===== src/logic/gdc_defines.vh =====
// Timing, counter-width and state-encoding constants for the gate driver controller
`ifndef GDC_DEFINES_VH
`define GDC_DEFINES_VH
`define GDC_CLK_PERIOD_NS 8
`define GDC_FAULT_MUTE_TIME_NS 40000
`define GDC_CLEAR_FILTER_TIME_NS 1000
`define GDC_MARGIN_NS 200
`define GDC_MUTE_CYCLES ((`GDC_FAULT_MUTE_TIME_NS + `GDC_CLK_PERIOD_NS - 1) / `GDC_CLK_PERIOD_NS)
`define GDC_CLEAR_CYCLES ((`GDC_CLEAR_FILTER_TIME_NS + `GDC_MARGIN_NS + `GDC_CLK_PERIOD_NS - 1) / `GDC_CLK_PERIOD_NS)
`define GDC_CNT_W 16
`define GDC_ST_IDLE 3'H0
`define GDC_ST_RUN 3'H1
`define GDC_ST_MUTE 3'H2
`define GDC_ST_CLEAR 3'H3
`define GDC_ST_RELEASE 3'H4
`endif


===== src/logic/gdc_controller.v =====
// Host-side controller driving the isolated gate driver pins
`timescale 1ns/1ps
`include "gdc_defines.vh"
module gdc_controller #(
  parameter MUTE_CYCLES = `GDC_MUTE_CYCLES,
  parameter CLEAR_CYCLES = `GDC_CLEAR_CYCLES
) (
  sys_clk,
  rst,
  pwmCmd,
  useInverting,
  autoReset,
  enableReq,
  clearReq,
  pwmNonInv,
  pwmInv,
  enablePin,
  faultFlagPin,
  readyPin,
  driverEnabled,
  faultActive,
  supplyGood,
  clearBusy
);
  input wire sys_clk;
  input wire rst;
  input wire pwmCmd;
  input wire useInverting;
  input wire autoReset;
  input wire enableReq;
  input wire clearReq;
  output reg pwmNonInv;
  output reg pwmInv;
  output reg enablePin;
  input wire faultFlagPin;
  input wire readyPin;
  output reg driverEnabled;
  output reg faultActive;
  output reg supplyGood;
  output wire clearBusy;

  localparam [2:0] ST_IDLE = `GDC_ST_IDLE;
  localparam [2:0] ST_RUN = `GDC_ST_RUN;
  localparam [2:0] ST_MUTE = `GDC_ST_MUTE;
  localparam [2:0] ST_CLEAR = `GDC_ST_CLEAR;
  localparam [2:0] ST_RELEASE = `GDC_ST_RELEASE;
  localparam [`GDC_CNT_W-1:0] MUTE_MAX = MUTE_CYCLES;
  localparam [`GDC_CNT_W-1:0] CLEAR_MAX = CLEAR_CYCLES;

  reg [2:0] state;
  reg [2:0] next_state;
  reg [`GDC_CNT_W-1:0] count;
  reg [`GDC_CNT_W-1:0] next_count;
  wire faultLevel;
  wire faultFell;
  wire readyLevel;

  // Open-drain flags idle high through pull-ups; fault flag low means fault, ready high means supply good
  gdc_pin_sync faultSync (
    .sys_clk(sys_clk),
    .rst(rst),
    .pinIn(faultFlagPin),
    .level(faultLevel),
    .fell(faultFell)
  );
  gdc_pin_sync readySync (
    .sys_clk(sys_clk),
    .rst(rst),
    .pinIn(readyPin),
    .level(readyLevel),
    .fell()
  );

  assign clearBusy = (state == ST_MUTE) || (state == ST_CLEAR) || (state == ST_RELEASE);

  always @* begin
    next_state = state;
    next_count = count;
    case (state)
      ST_IDLE: begin
        if (enableReq) begin
          next_state = ST_RUN;
        end
      end
      ST_RUN: begin
        if (faultFell) begin
          next_state = ST_MUTE;
          next_count = {`GDC_CNT_W{1'H0}};
        end else if (!enableReq) begin
          next_state = ST_IDLE;
        end
      end
      ST_MUTE: begin
        // Low time spent inside the mute window does not count
        if (count >= MUTE_MAX - 1'H1) begin
          next_state = ST_CLEAR;
          next_count = {`GDC_CNT_W{1'H0}};
        end else begin
          next_count = count + 1'H1;
        end
      end
      ST_CLEAR: begin
        if (count >= CLEAR_MAX - 1'H1) begin
          next_state = ST_RELEASE;
        end else begin
          next_count = count + 1'H1;
        end
      end
      ST_RELEASE: begin
        // Fault releases on the rising edge; wait until it is seen
        if (faultLevel) begin
          next_state = enableReq ? ST_RUN : ST_IDLE;
        end else if (clearReq) begin
          next_state = ST_MUTE;
          next_count = {`GDC_CNT_W{1'H0}};
        end
      end
      default: begin
        next_state = ST_IDLE;
        next_count = {`GDC_CNT_W{1'H0}};
      end
    endcase
  end

  always @(posedge sys_clk) begin
    if (rst) begin
      state <= ST_IDLE;
      count <= {`GDC_CNT_W{1'H0}};
      pwmNonInv <= 1'H0;
      pwmInv <= 1'H0;
      enablePin <= 1'H0;
      driverEnabled <= 1'H0;
      faultActive <= 1'H0;
      supplyGood <= 1'H0;
    end else begin
      state <= next_state;
      count <= next_count;
      // Inputs always driven to a defined level, never floating
      if (useInverting) begin
        pwmNonInv <= 1'H1;
        pwmInv <= ~pwmCmd;
      end else begin
        pwmNonInv <= pwmCmd;
        pwmInv <= 1'H0;
      end
      if (next_state == ST_MUTE || next_state == ST_CLEAR) begin
        enablePin <= 1'H0;
      end else if (next_state == ST_RUN && autoReset) begin
        // Per-cycle reset follows the command; off-time must exceed the filter
        // Inverting input carries ~pwmCmd, so its inversion is pwmCmd again
        enablePin <= pwmCmd;
      end else begin
        enablePin <= (next_state == ST_RUN) || (next_state == ST_RELEASE);
      end
      driverEnabled <= (next_state == ST_RUN);
      faultActive <= ~faultLevel;
      supplyGood <= readyLevel;
    end
  end
endmodule


===== src/logic/gdc_pin_sync.v =====
// Three-flop pin synchroniser with agreement-based change detection
`timescale 1ns/1ps
module gdc_pin_sync (
  sys_clk,
  rst,
  pinIn,
  level,
  fell
);
  input wire sys_clk;
  input wire rst;
  input wire pinIn;
  output reg level;
  output reg fell;
  reg s1;
  reg s2;
  reg s3;
  always @(posedge sys_clk) begin
    if (rst) begin
      s1 <= 1'H1;
      s2 <= 1'H1;
      s3 <= 1'H1;
      level <= 1'H1;
      fell <= 1'H0;
    end else begin
      s1 <= pinIn;
      s2 <= s1;
      s3 <= s2;
      fell <= 1'H0;
      // A change counts once the second and third stages agree
      if (s2 == s3 && s3 != level) begin
        level <= s3;
        fell <= ~s3;
      end
    end
  end
endmodule


===== config.mk =====
export PLATFORM = sky130hd
export DESIGN_NAME = gdc_controller
export DESIGN_NICKNAME = d
export VERILOG_FILES = /design/src/logic/gdc_controller.v /design/src/logic/gdc_pin_sync.v
export VERILOG_INCLUDE_DIRS = /design/src /design/src/logic
export SDC_FILE = /design/constraint.sdc
export NUM_CORES = 1
export LEC_CHECK = 0
export BUFFER_PORTS_ARGS = -buffer_cell sky130_fd_sc_hd__buf_2
export CAP_MARGIN = 15
export CORE_ASPECT_RATIO = 0.7
export CORE_MARGIN = 3
export CORE_UTILIZATION = 30
export CTS_CLUSTER_SIZE = 28
export DETAILED_ROUTE_END_ITERATION = 7
export PLACE_DENSITY = 0.53
export SETUP_SLACK_MARGIN = 0.1
export SYNTH_ARGS = -nofsm -noshare
export SYNTH_HDL_FRONTEND = slang
export SYNTH_SLANG_ARGS = --single-unit

===== constraint.sdc =====
create_clock -name sys_clk -period 2.41 [get_ports sys_clk]
set_input_delay 0.482 -clock sys_clk [delete_from_list [all_inputs] [get_ports sys_clk]]
set_output_delay 0.482 -clock sys_clk [all_outputs]
set_load 0.01 [all_outputs]

---- Word level (Yosys, flattened, before mapping) ----
Index checks and enable logic that the tools add are counted.
Widths: inputs -> output; s select.
word-level totals
  input bits .............................. 9
  word-level logic and storage cells ...... 71
  register bits after elaboration ......... 34
  output and inout bits ................... 7
cells by class
  $lt $le $gt $ge ......................... 2
  reductions and logical operators ........ 12
  bitwise gates (word level) .............. 6
  equal/unequal tests ..................... 16
  $add $sub $neg .......................... 1
  multiplexer cells ....................... 17
operators by type and width
  cell                   number
  $mux 16                5
  $pmux 16 s5            1
  $mux 3                 7
  $add 16x1->16 const B  1
  $ge 16x13->1 const B   1
  $ge 16x8->1 const B    1
  $pmux 3 s5             1
  $eq 3x2->1 const B     4
  $eq 3x1->1 const B     2
  $eq 3x3->1 const B     2
  $ne 2x2->1 const B     3
  $not 1->1              6
  $reduce_or 2->1        3
  $reduce_and 5->1       1
  $logic_or 1x1->1       4
  $logic_and 1x1->1      3
  $logic_not 3->1        1
  $mux 1                 3
  $eq 1x1->1             2
  $ne 1x1->1             2
  $ne 2x1->1 const B     1

---- Longest topological paths before layout ----
Gate-level depths: netlist (run 1).
  depth in word-level cells ............... 6
  gate-level depth with buffers ........... 9
  depth with buffers taken out ............ 7

---- Cells and area by module ----
From an unflattened synthesis (run 1), not the netlist that was laid out.
unflattened totals
  cells, all modules ...................... 190
  area total of the unflattened synthesis .. 1,694.1 µm²
modules (own cells, without submodules)
  module          cells each  seq. area each (µm²)  times used  area each (µm²)
  gdc_controller  166         500.5                 1           1,393.8
  gdc_pin_sync    12          100.1                 2           150.1

---- Least setup slack after synthesis (run 1) ----
No wires, ideal clock.
  path type ............................... input-to-reg
  from .................................... input port clearReq
  to ...................................... register count[10]
  data required time ...................... 2.340 ns
  library setup time ...................... 0.070 ns
  setup slack ............................. 0.475 ns
  data arrival time ....................... 1.865 ns
  buffers on the path ..................... 1
  cell stages on the path ................. 6
  cell sequence ........................... inv_1 o311a_1 a211o_1 buf_2 or4_1 a21oi_1
on the way
  longest elaborated chain between the ends .. 2
RTL lines
  item                        line                  source
  start, declared             gdc_controller.v:31   input wire clearReq;
  $ne 2x2->1 (no line)        n/a
  $reduce_and 5->1 (no line)  n/a
  end signal, assigned        gdc_controller.v:128  count <= {`GDC_CNT_W{1'H0}};
  end signal, assigned        gdc_controller.v:137  count <= next_count;
  end, declared               gdc_controller.v:52   reg [`GDC_CNT_W-1:0] count;
Every way passes these cells.
A chain may end at the register's enable or synchronous reset.

---- Worst setup path in the final report (run 1) ----
  from .................................... register count[1]
  to ...................................... register count[8]
on the way
  longest elaborated chain between the ends .. 3
  elaborated cells between the ends (all ways) .. 8
  classes of those cells .................. add/sub (1); order compare (2); eq/ne (1); mux (3); reduce/logical (1)
RTL lines
  item                                                    line                                       source
  $add 16x1->16 (tied with other cells)                   gdc_controller.v:99, gdc_controller.v:106
  $mux 16 (tied with other cells)                         gdc_controller.v:103                       if (count >= CLEAR_MAX - 1'H1) begin
  $pmux 16 s5 / $reduce_and 5->1 (equally long branches)  n/a
Parallel ways exist; a longest one is shown, timed or not. The select of a mux whose other input is x is not followed.

==> results of run 1 <==
logic make-up (layout without fill, tap and decap cells):
group	count (synthesis)	count (layout)
buffers and inverters	14	43
DFF	34	34
AOI/OAI and AO/OA	48	48
and+or+nand+nor	73	73
adders and majority gates	3	3
xor gates and xnor gates	1	1
muxes	1	1
where the power goes:
group | internal, mW | total [mW] | switching [mW]
registers | 0.571 | 0.575 | 0.00379
logic | 0.0186 | 0.0392 | 0.0206
clock network | 0.308 | 0.534 | 0.226
total | 0.897 | 1.15 | 0.251
cell usage in the layout (no fill, tap or decap), drive strengths merged, types with 2 or more instances in the layout:
cell type,netlist,layout
clkbuf,2,5
o21ai,6,6
ha,3,3
nor3,3,3
dfxtp,34,34
nor2,17,17
o21bai,3,3
buf,2,25
o41ai,4,4
or2,6,6
or4,5,5
nand3,5,5
nand4,3,3
a21oi,17,17
nor3b,2,2
nand2,10,10
inv,10,10
and3,5,5
or3,4,4
nand4bb,2,2
nor2b,2,2
nand3b,2,2
o31ai,5,5
clkinvlp,0,2
nor4b,2,2
worst max-delay path: cells and delay by family (launching register included):
family	cells	cell delay [ps]
AO/OA/AOI/OAI	3	730
AND/OR/NAND/NOR	2	680
flip-flops	1	380
adder cells (fa/ha/maj)	1	180
buffers and inverters	1	80
how the worst max path moves through the flow:
stage	start	to	slack, ps
after CTS	count[1]	count[4]	220
after global routing	count[1]	count[6]	150
after detailed placement	clearReq	count[8]	180
after global placement	clearReq	count[3]	230
final	count[1]	count[8]	300
after floorplan	clearReq	count[10]	480
through the flow:
step / hold slack [ps] / instance area [um2] / power (mW) / cells
finish: 365 / 1870 / 1.15 / 272
global route: 365 / 1870 / 1.19 / 272
CTS: 362 / 1870 / 1.17 / 272
detailed placement: 395 / 1760 / 0.628 / 264
global placement: 394 / 1760 / 0.628 / 264
floorplan: 389 / 1540 / 0.608 / 174
cell usage after synthesis (2+ instances only):
library cell / n
sky130_fd_sc_hd__nand2_1: 10
sky130_fd_sc_hd__o21bai_1: 3
sky130_fd_sc_hd__o31ai_1: 5
sky130_fd_sc_hd__a21oi_1: 17
sky130_fd_sc_hd__or4_1: 5
sky130_fd_sc_hd__inv_1: 9
sky130_fd_sc_hd__o41ai_1: 4
sky130_fd_sc_hd__or2_2: 6
sky130_fd_sc_hd__buf_2: 2
sky130_fd_sc_hd__nand4bb_1: 2
sky130_fd_sc_hd__nand3b_1: 2
sky130_fd_sc_hd__ha_1: 3
sky130_fd_sc_hd__and3_1: 4
sky130_fd_sc_hd__nor3_1: 3
sky130_fd_sc_hd__clkbuf_1: 2
sky130_fd_sc_hd__nor2b_1: 2
sky130_fd_sc_hd__nor3b_1: 2
sky130_fd_sc_hd__dfxtp_1: 34
sky130_fd_sc_hd__nor2_1: 17
sky130_fd_sc_hd__nor4b_1: 2
sky130_fd_sc_hd__nand3_1: 5
sky130_fd_sc_hd__or3_1: 4
sky130_fd_sc_hd__nand4_1: 3
sky130_fd_sc_hd__o21ai_0: 6
routing by layer:
layer	vias up	part of all wire (%)	global-route usage [%]
li1	708	-	-
met1	620	55	18.8
met2	23	37	15.2
met3	7	5.6	3.75
met4	0	1.8	5.08
met5	-	0	0
cell type report:
type	instances	area share (%)
timing repair buffer	25	8.03
multi-input combinational	126	42.9
clock inverter	3	2.41
tap	69	4.62
clock buffer	5	3.68
sequential	34	36.4
inverter	10	2.01
timing repair:
action	CTS	global route
hold buffers	0	0
setup endpoints to repair	0	7
resized for setup	0	1
==> implementation parameters, run 1 <==
Parameter                              Value

Status
  Outcome    finished clean

Flow run
  Max capacitance violation total    0

STA
  Final Hold Violating Endpoints    0
  RSZ-0062 raised after global routing    no
  Worst-case headroom to the max-slew limit    69.2%
  F_max    roughly 470 MHz
  Layout Skew    between 8 and 9 ps
  Post-Route Setup TNS    0 ps
  Minimum clock period after layout    2110 ps
  Final period util    between 80% and 90%
  Slew of the pin with the lowest slew margin    between 400 and 500 ps
  Final count of negative-setup-slack endpoints    0
  Number of pins with negative max-slew slack in the final report    0
  Setup WS post-layout    between 200 and 300 ps

Logic synthesis
  Synth area leader    sky130_fd_sc_hd__dfxtp_1
  Mux share of post-synthesis cell area    less than 1%
  Area fraction of the dominant cell type after synthesis    44.3%
  Synthesized flop and latch total    34
  Sequential area share after synthesis    about 44%
  Parity-gate share of the synthesized area counting xor and xnor cells    less than 1%
  Area contributors post-synth    sky130_fd_sc_hd__dfxtp_1 44%, sky130_fd_sc_hd__a21oi_1 5.5%, sky130_fd_sc_hd__nor2_1 4.2%
  Number of nets in the synthesized netlist    ~190
  Fraction of registers with async set or reset after synthesis    0%
  Adder-cell share of the synthesized area    under 10%
  Simple-Gate Fraction of Synth Area    between 20 and 30%
  YS warnings    0
  Gate count after technology mapping    roughly 170
  Dominant combinational cell family by area after synthesis    simple AND/OR/NAND/NOR gates
  Total standard cell area after synthesis    around 0.0015 mm2
  Most used DFF post-synth    sky130_fd_sc_hd__dfxtp_1
  Mean Syn Cell Area    8.83 um2
  Fraction of the mapped netlist area in compound gates    a little over a fifth
  Number of distinct library cells after synthesis    46
  Number of enable flip-flop cells after synthesis    0

Global routing
  Wire length of the first global-routing pass    5.71 mm
  Maximum number of pins on one net before global-route repair    18
  GR Overflow Total    0
  Overall track demand over capacity in global routing    between 10% and 20%
  Via count of the first global-routing pass    1147
  Antenna violations before repair    0

Detailed routing
  Final ANT Viol Nets    0
  Via/cell ratio    roughly 5.0
  Total iterations of the first detailed-routing run    4
  Number of DRC violations after detailed routing    0
  Post-Route WL    3.42 mm
  Detailed-route wire length per cell    12.6 um
  Initial detailed-routing violation count    76
  Total via count in the routed design    roughly 1400

Clock tree
  Clock edge transition at the registers on the reported setup and hold paths    80 ps
  Maximum clock insertion buffer count    2
  Setup Fix Bufs, Post-CTS    0
  Clk sinks    34
  Clock H-tree levels    2
  Clock latency at the later pin of the worst-skew pair    slightly below 300 ps
  Clock tree root driver cell    sky130_fd_sc_hd__clkbuf_8
  TritonCTS Buffers    5
  TritonCTS clock tree    built

Worst setup path
  Required time of the critical path    about 2600 ps
  CP max stage cell    sky130_fd_sc_hd__or4_1
  Data arrival at the endpoint of the critical path    2340 ps
  R2R cell count    7
  Crit path cell chain    inv_1 -> ha_1 -> nor2b_1 -> o211ai_1 -> a211o_2 -> or4_1 -> a21oi_1
  Critical-path maximum fanout    16
  Type of the setup path with the least slack    flop to flop
  Setup slack, reg-to-reg    around 300 ps
  Worst reg2reg endpoint    count[8]
  Kind of start point of the critical path    flop
  Maximum single-stage delay on the critical path    530 ps
  Worst reg2reg startpoint    count[1]
  Kind of capture point of the worst setup path    flop

Die
  IO Pins    16
  Placeable Area    approximately 0.0049 mm2
  Die ar.    ~0.006 mm2
  Die boundary width    between 90 and 100 um
  Die height    65.9 um
  Initial core utilization    31.6%
  Row count    21

Final layout
  Final #Nets    between 200 and 250
  Layout area overhead    21.7%
  Register Area    just under 700 um2
  Number of flip-flops under the largest register name    16
  Fraction of final layout cells sized beyond drive strength 1    about a fifth
  Register containing the most flip-flops in the final layout    count
  Largest regs    count (16), state (3)
  Combined area of the multi-input logic cells    802 um2
  Fill cells    between 500 and 600
  Number of diodes added for antenna fixing    0
  Final core utilization    38.5%

Worst hold path
  Worst min path class    input pin to flop
  Worst Hold End    readySync.s1
  Startpoint of the lowest-slack hold path    readyPin
  Cell depth of the worst min-delay path    2

Placement
  Total half-perimeter wirelength after legalization and detailed placement    roughly 2.4 mm
  GPL Wtd Cong    between 0.7 and 0.8
  Port buffer count    15
  Placement-stage worst setup slack    184 ps

Power and ir drop
  Static leakage    between 0.6 and 0.7 nW
  Total power per unit cell area    around 600 mW/mm2
  IR Drop Worst-Case VDD    between 200 and 300 uV
Note: power is estimated with default switching activity, not from simulation.
==> run 2: changes to the inputs <==
--- a/config.mk
+++ b/config.mk
@@ -7,13 +7,14 @@
 export NUM_CORES = 1
 export LEC_CHECK = 0
 export BUFFER_PORTS_ARGS = -buffer_cell sky130_fd_sc_hd__buf_2
-export CAP_MARGIN = 15
+export CAP_MARGIN = 10
 export CORE_ASPECT_RATIO = 0.7
 export CORE_MARGIN = 3
 export CORE_UTILIZATION = 30
 export CTS_CLUSTER_SIZE = 28
 export DETAILED_ROUTE_END_ITERATION = 7
 export PLACE_DENSITY = 0.53
+export RECOVER_POWER = 100
 export SETUP_SLACK_MARGIN = 0.1
 export SYNTH_ARGS = -nofsm -noshare
 export SYNTH_HDL_FRONTEND = slang
==> constraint.sdc (replaced) <==
create_clock -name sys_clk -period 2.6 [get_ports sys_clk]
set_input_delay 0.52 -clock sys_clk [delete_from_list [all_inputs] [get_ports sys_clk]]
set_output_delay 0.52 -clock sys_clk [all_outputs]
set_load 0.01 [all_outputs]
==> implementation parameters, run 2 (synthesized netlist as in run 1, its figures left out) <==
Parameter                              Value

Die
  Initial core utilization    31.6% (unchanged)
  Die ar.    0.00603 mm2 (unchanged)
  Row count    21 (unchanged)
  Placeable Area    0.00486 mm2 (unchanged)
  Die height    65.9 um (unchanged)
  IO Pins    16 (unchanged)
  Die boundary width    91.5 um (unchanged)

Final layout
  Most used cells in the layout excluding fill and tap cells    34 x sky130_fd_sc_hd__dfxtp_1, 17 x sky130_fd_sc_hd__nor2_1, 17 x sky130_fd_sc_hd__a21oi_1 (unchanged)
  Fill cells    491 (was 515)
  Fraction of final layout cells sized beyond drive strength 1    13.7% (was 21.2%)
  Largest regs    count (16), state (3) (unchanged)
  Final core utilization    37.2% (was 38.5%)
  Most frequent standard cell in the layout excluding fill and tap cells    sky130_fd_sc_hd__dfxtp_1 (unchanged)
  Number of flip-flops under the largest register name    16 (unchanged)
  Register Area    681 um2 (unchanged)
  Final #Nets    208 (was 214)
  Combined area of the multi-input logic cells    801 um2 (was 802 um2)
  Number of diodes added for antenna fixing    0 (unchanged)
  Layout area overhead    17.8% (was 21.7%)
  Register containing the most flip-flops in the final layout    count (unchanged)

Detailed routing
  Total iterations of the first detailed-routing run    4 (unchanged)
  Met2 routed wirelength    1.36 mm (was 1.28 mm)
  Met3 wire len    182 um (was 190 um)
  Number of DRC violations after detailed routing    0 (unchanged)
  Post-route met1 wirelength    1.84 mm (was 1.89 mm)
  Top layer in use    met4 (unchanged)
  Final ANT Viol Nets    0 (unchanged)
  Detailed-route wire length per cell    12.9 um (was 12.6 um)
  Initial detailed-routing violation count    45 (was 76)
  Post-Route WL    3.43 mm (was 3.42 mm)
  Via/cell ratio    4.95 (was 4.99)
  Total via count in the routed design    1318 (was 1358)

STA
  Slew of the pin with the lowest slew margin    602 ps (was 460 ps)
  RSZ-0062 raised after global routing    no (unchanged)
  Final count of negative-setup-slack endpoints    0 (unchanged)
  Layout Skew    4.25 ps (was 8.24 ps)
  F_max    446 MHz (was 474 MHz)
  Final period util    86.3% (was 87.6%)
  Number of pins with negative max-slew slack in the final report    0 (unchanged)
  Setup WS post-layout    357 ps (was 300 ps)
  Minimum clock period after layout    2240 ps (was 2110 ps)
  Final Hold Violating Endpoints    0 (unchanged)
  Worst-case headroom to the max-slew limit    59.9% (was 69.2%)
  Post-Route Setup TNS    0 ps (unchanged)

Global routing
  GR Overflow Total    0 (unchanged)
  Maximum number of pins on one net before global-route repair    22 (was 18)
  Overall track demand over capacity in global routing    12.0% (was 12.3%)
  Wire length of the first global-routing pass    5.67 mm (was 5.71 mm)
  Antenna violations before repair    0 (unchanged)
  Via count of the first global-routing pass    1168 (was 1147)

Clock tree
  Post-CTS Resized    0 (unchanged)
  Setup Fix Bufs, Post-CTS    0 (unchanged)
  TritonCTS clock tree    built (unchanged)
  Clock edge transition at the registers on the reported setup and hold paths    70 ps (was 80 ps)
  TritonCTS Buffers    5 (unchanged)
  Clock H-tree levels    2 (unchanged)
  Clock tree root driver cell    sky130_fd_sc_hd__clkbuf_8 (unchanged)
  Clk sinks    34 (unchanged)
  Clock latency at the later pin of the worst-skew pair    280 ps (was 290 ps)
  Maximum clock insertion buffer count    2 (unchanged)
  Hold-fix buffer count after cts    0 (unchanged)

Power and ir drop
  Switching Share    20.7% (was 21.8%)
  Power share of the combinational group    3.2% (was 3.4%)
  Clock group share of total power    45.6% (was 46.5%)
  Total power per unit cell area    576 mW/mm2 (was 614 mW/mm2)
  Sw Pwr    216 uW (was 251 uW)
  IR Drop Worst-Case VDD    214 uV (was 262 uV)
  Internal power of the cells    826 uW (was 897 uW)
  Static leakage    0.638 nW (was 0.688 nW)
  Sequential group share of total power    51.2% (was 50.1%)

Flow run
  Max capacitance violation total    0 (unchanged)

Status
  Outcome    finished clean (unchanged)

Worst setup path
  Kind of capture point of the worst setup path    flop (unchanged)
  Critical-path maximum fanout    21 (was 16)
  Data arrival at the endpoint of the critical path    2470 ps (was 2340 ps)
  Required time of the critical path    2830 ps (was 2640 ps)
  Type of the setup path with the least slack    flop to flop (unchanged)
  Kind of start point of the critical path    flop (unchanged)

Placement
  Port buffer count    15 (unchanged)
  GPL Wtd Cong    0.798 (was 0.780)
  Placement-stage worst setup slack    286 ps (was 184 ps)
  Total half-perimeter wirelength after legalization and detailed placement    2.42 mm (about the same)

Worst hold path
  Worst min path class    flop to flop (was input pin to flop)
run 2: routing by layer:
metal	up-vias	global-route usage (%)
li1	692	-
met1	599	18.3
met2	22	15.5
met3	5	4.10
met4	0	3.38
met5	-	0
run 2: area by class of cell:
class / count / share of cell area, %
Multi-Input combinational cell: 126 / 44.3
Sequential cell: 34 / 37.6
Timing Repair Buffer: 19 / 5.26
Tap cell: 69 / 4.77
Clock buffer: 5 / 3.80
Clock inverter: 3 / 2.21
Inverter: 10 / 2.07
run 2: per-stage QoR:
| step | hold slack [ps] | cells | instance area [um2] | power [mW] |
|---|---|---|---|---|
| 5_1_grt | 412 | 266 | 1810 | 1.09 |
| 3_5_place_dp | 397 | 258 | 1710 | 0.581 |
| 6_report | 410 | 266 | 1810 | 1.04 |
| 2_1_floorplan | 389 | 174 | 1540 | 0.564 |
| 4_1_cts | 413 | 266 | 1820 | 1.06 |
| 3_3_place_gp | 393 | 258 | 1710 | 0.581 |
run 2: path summary, 6_finish.rpt:
kind	from	to	slack, ps	depth (start not counted)
hold reg to reg	faultSync.s1	faultSync.s2	410	1
setup reg to reg	count[0]	count[12]	360	8
setup / recovery	count[0]	count[12]	360	8
hold / removal	faultSync.s1	faultSync.s2	410	1
run 2: worst max-delay path, stage by stage (launching register included):
cell	delay [ps]
sky130_fd_sc_hd__dfxtp_1	390
sky130_fd_sc_hd__inv_1	90
sky130_fd_sc_hd__ha_1	190
sky130_fd_sc_hd__nor2b_1	120
sky130_fd_sc_hd__o211ai_1	250
sky130_fd_sc_hd__a211o_1	560
sky130_fd_sc_hd__o21bai_1	140
sky130_fd_sc_hd__buf_4	220
sky130_fd_sc_hd__o21ba_2	240
run 2: power by group through the flow:
stage | clock network (mW) | registers (mW) | logic (mW)
final | 0.475 | 0.534 | 0.0336
after global routing | 0.516 | 0.535 | 0.0386
after CTS | 0.489 | 0.533 | 0.0357
after detailed placement | 0 | 0.545 | 0.0356
after global placement | 0 | 0.545 | 0.0355
after floorplan | 0 | 0.547 | 0.0169
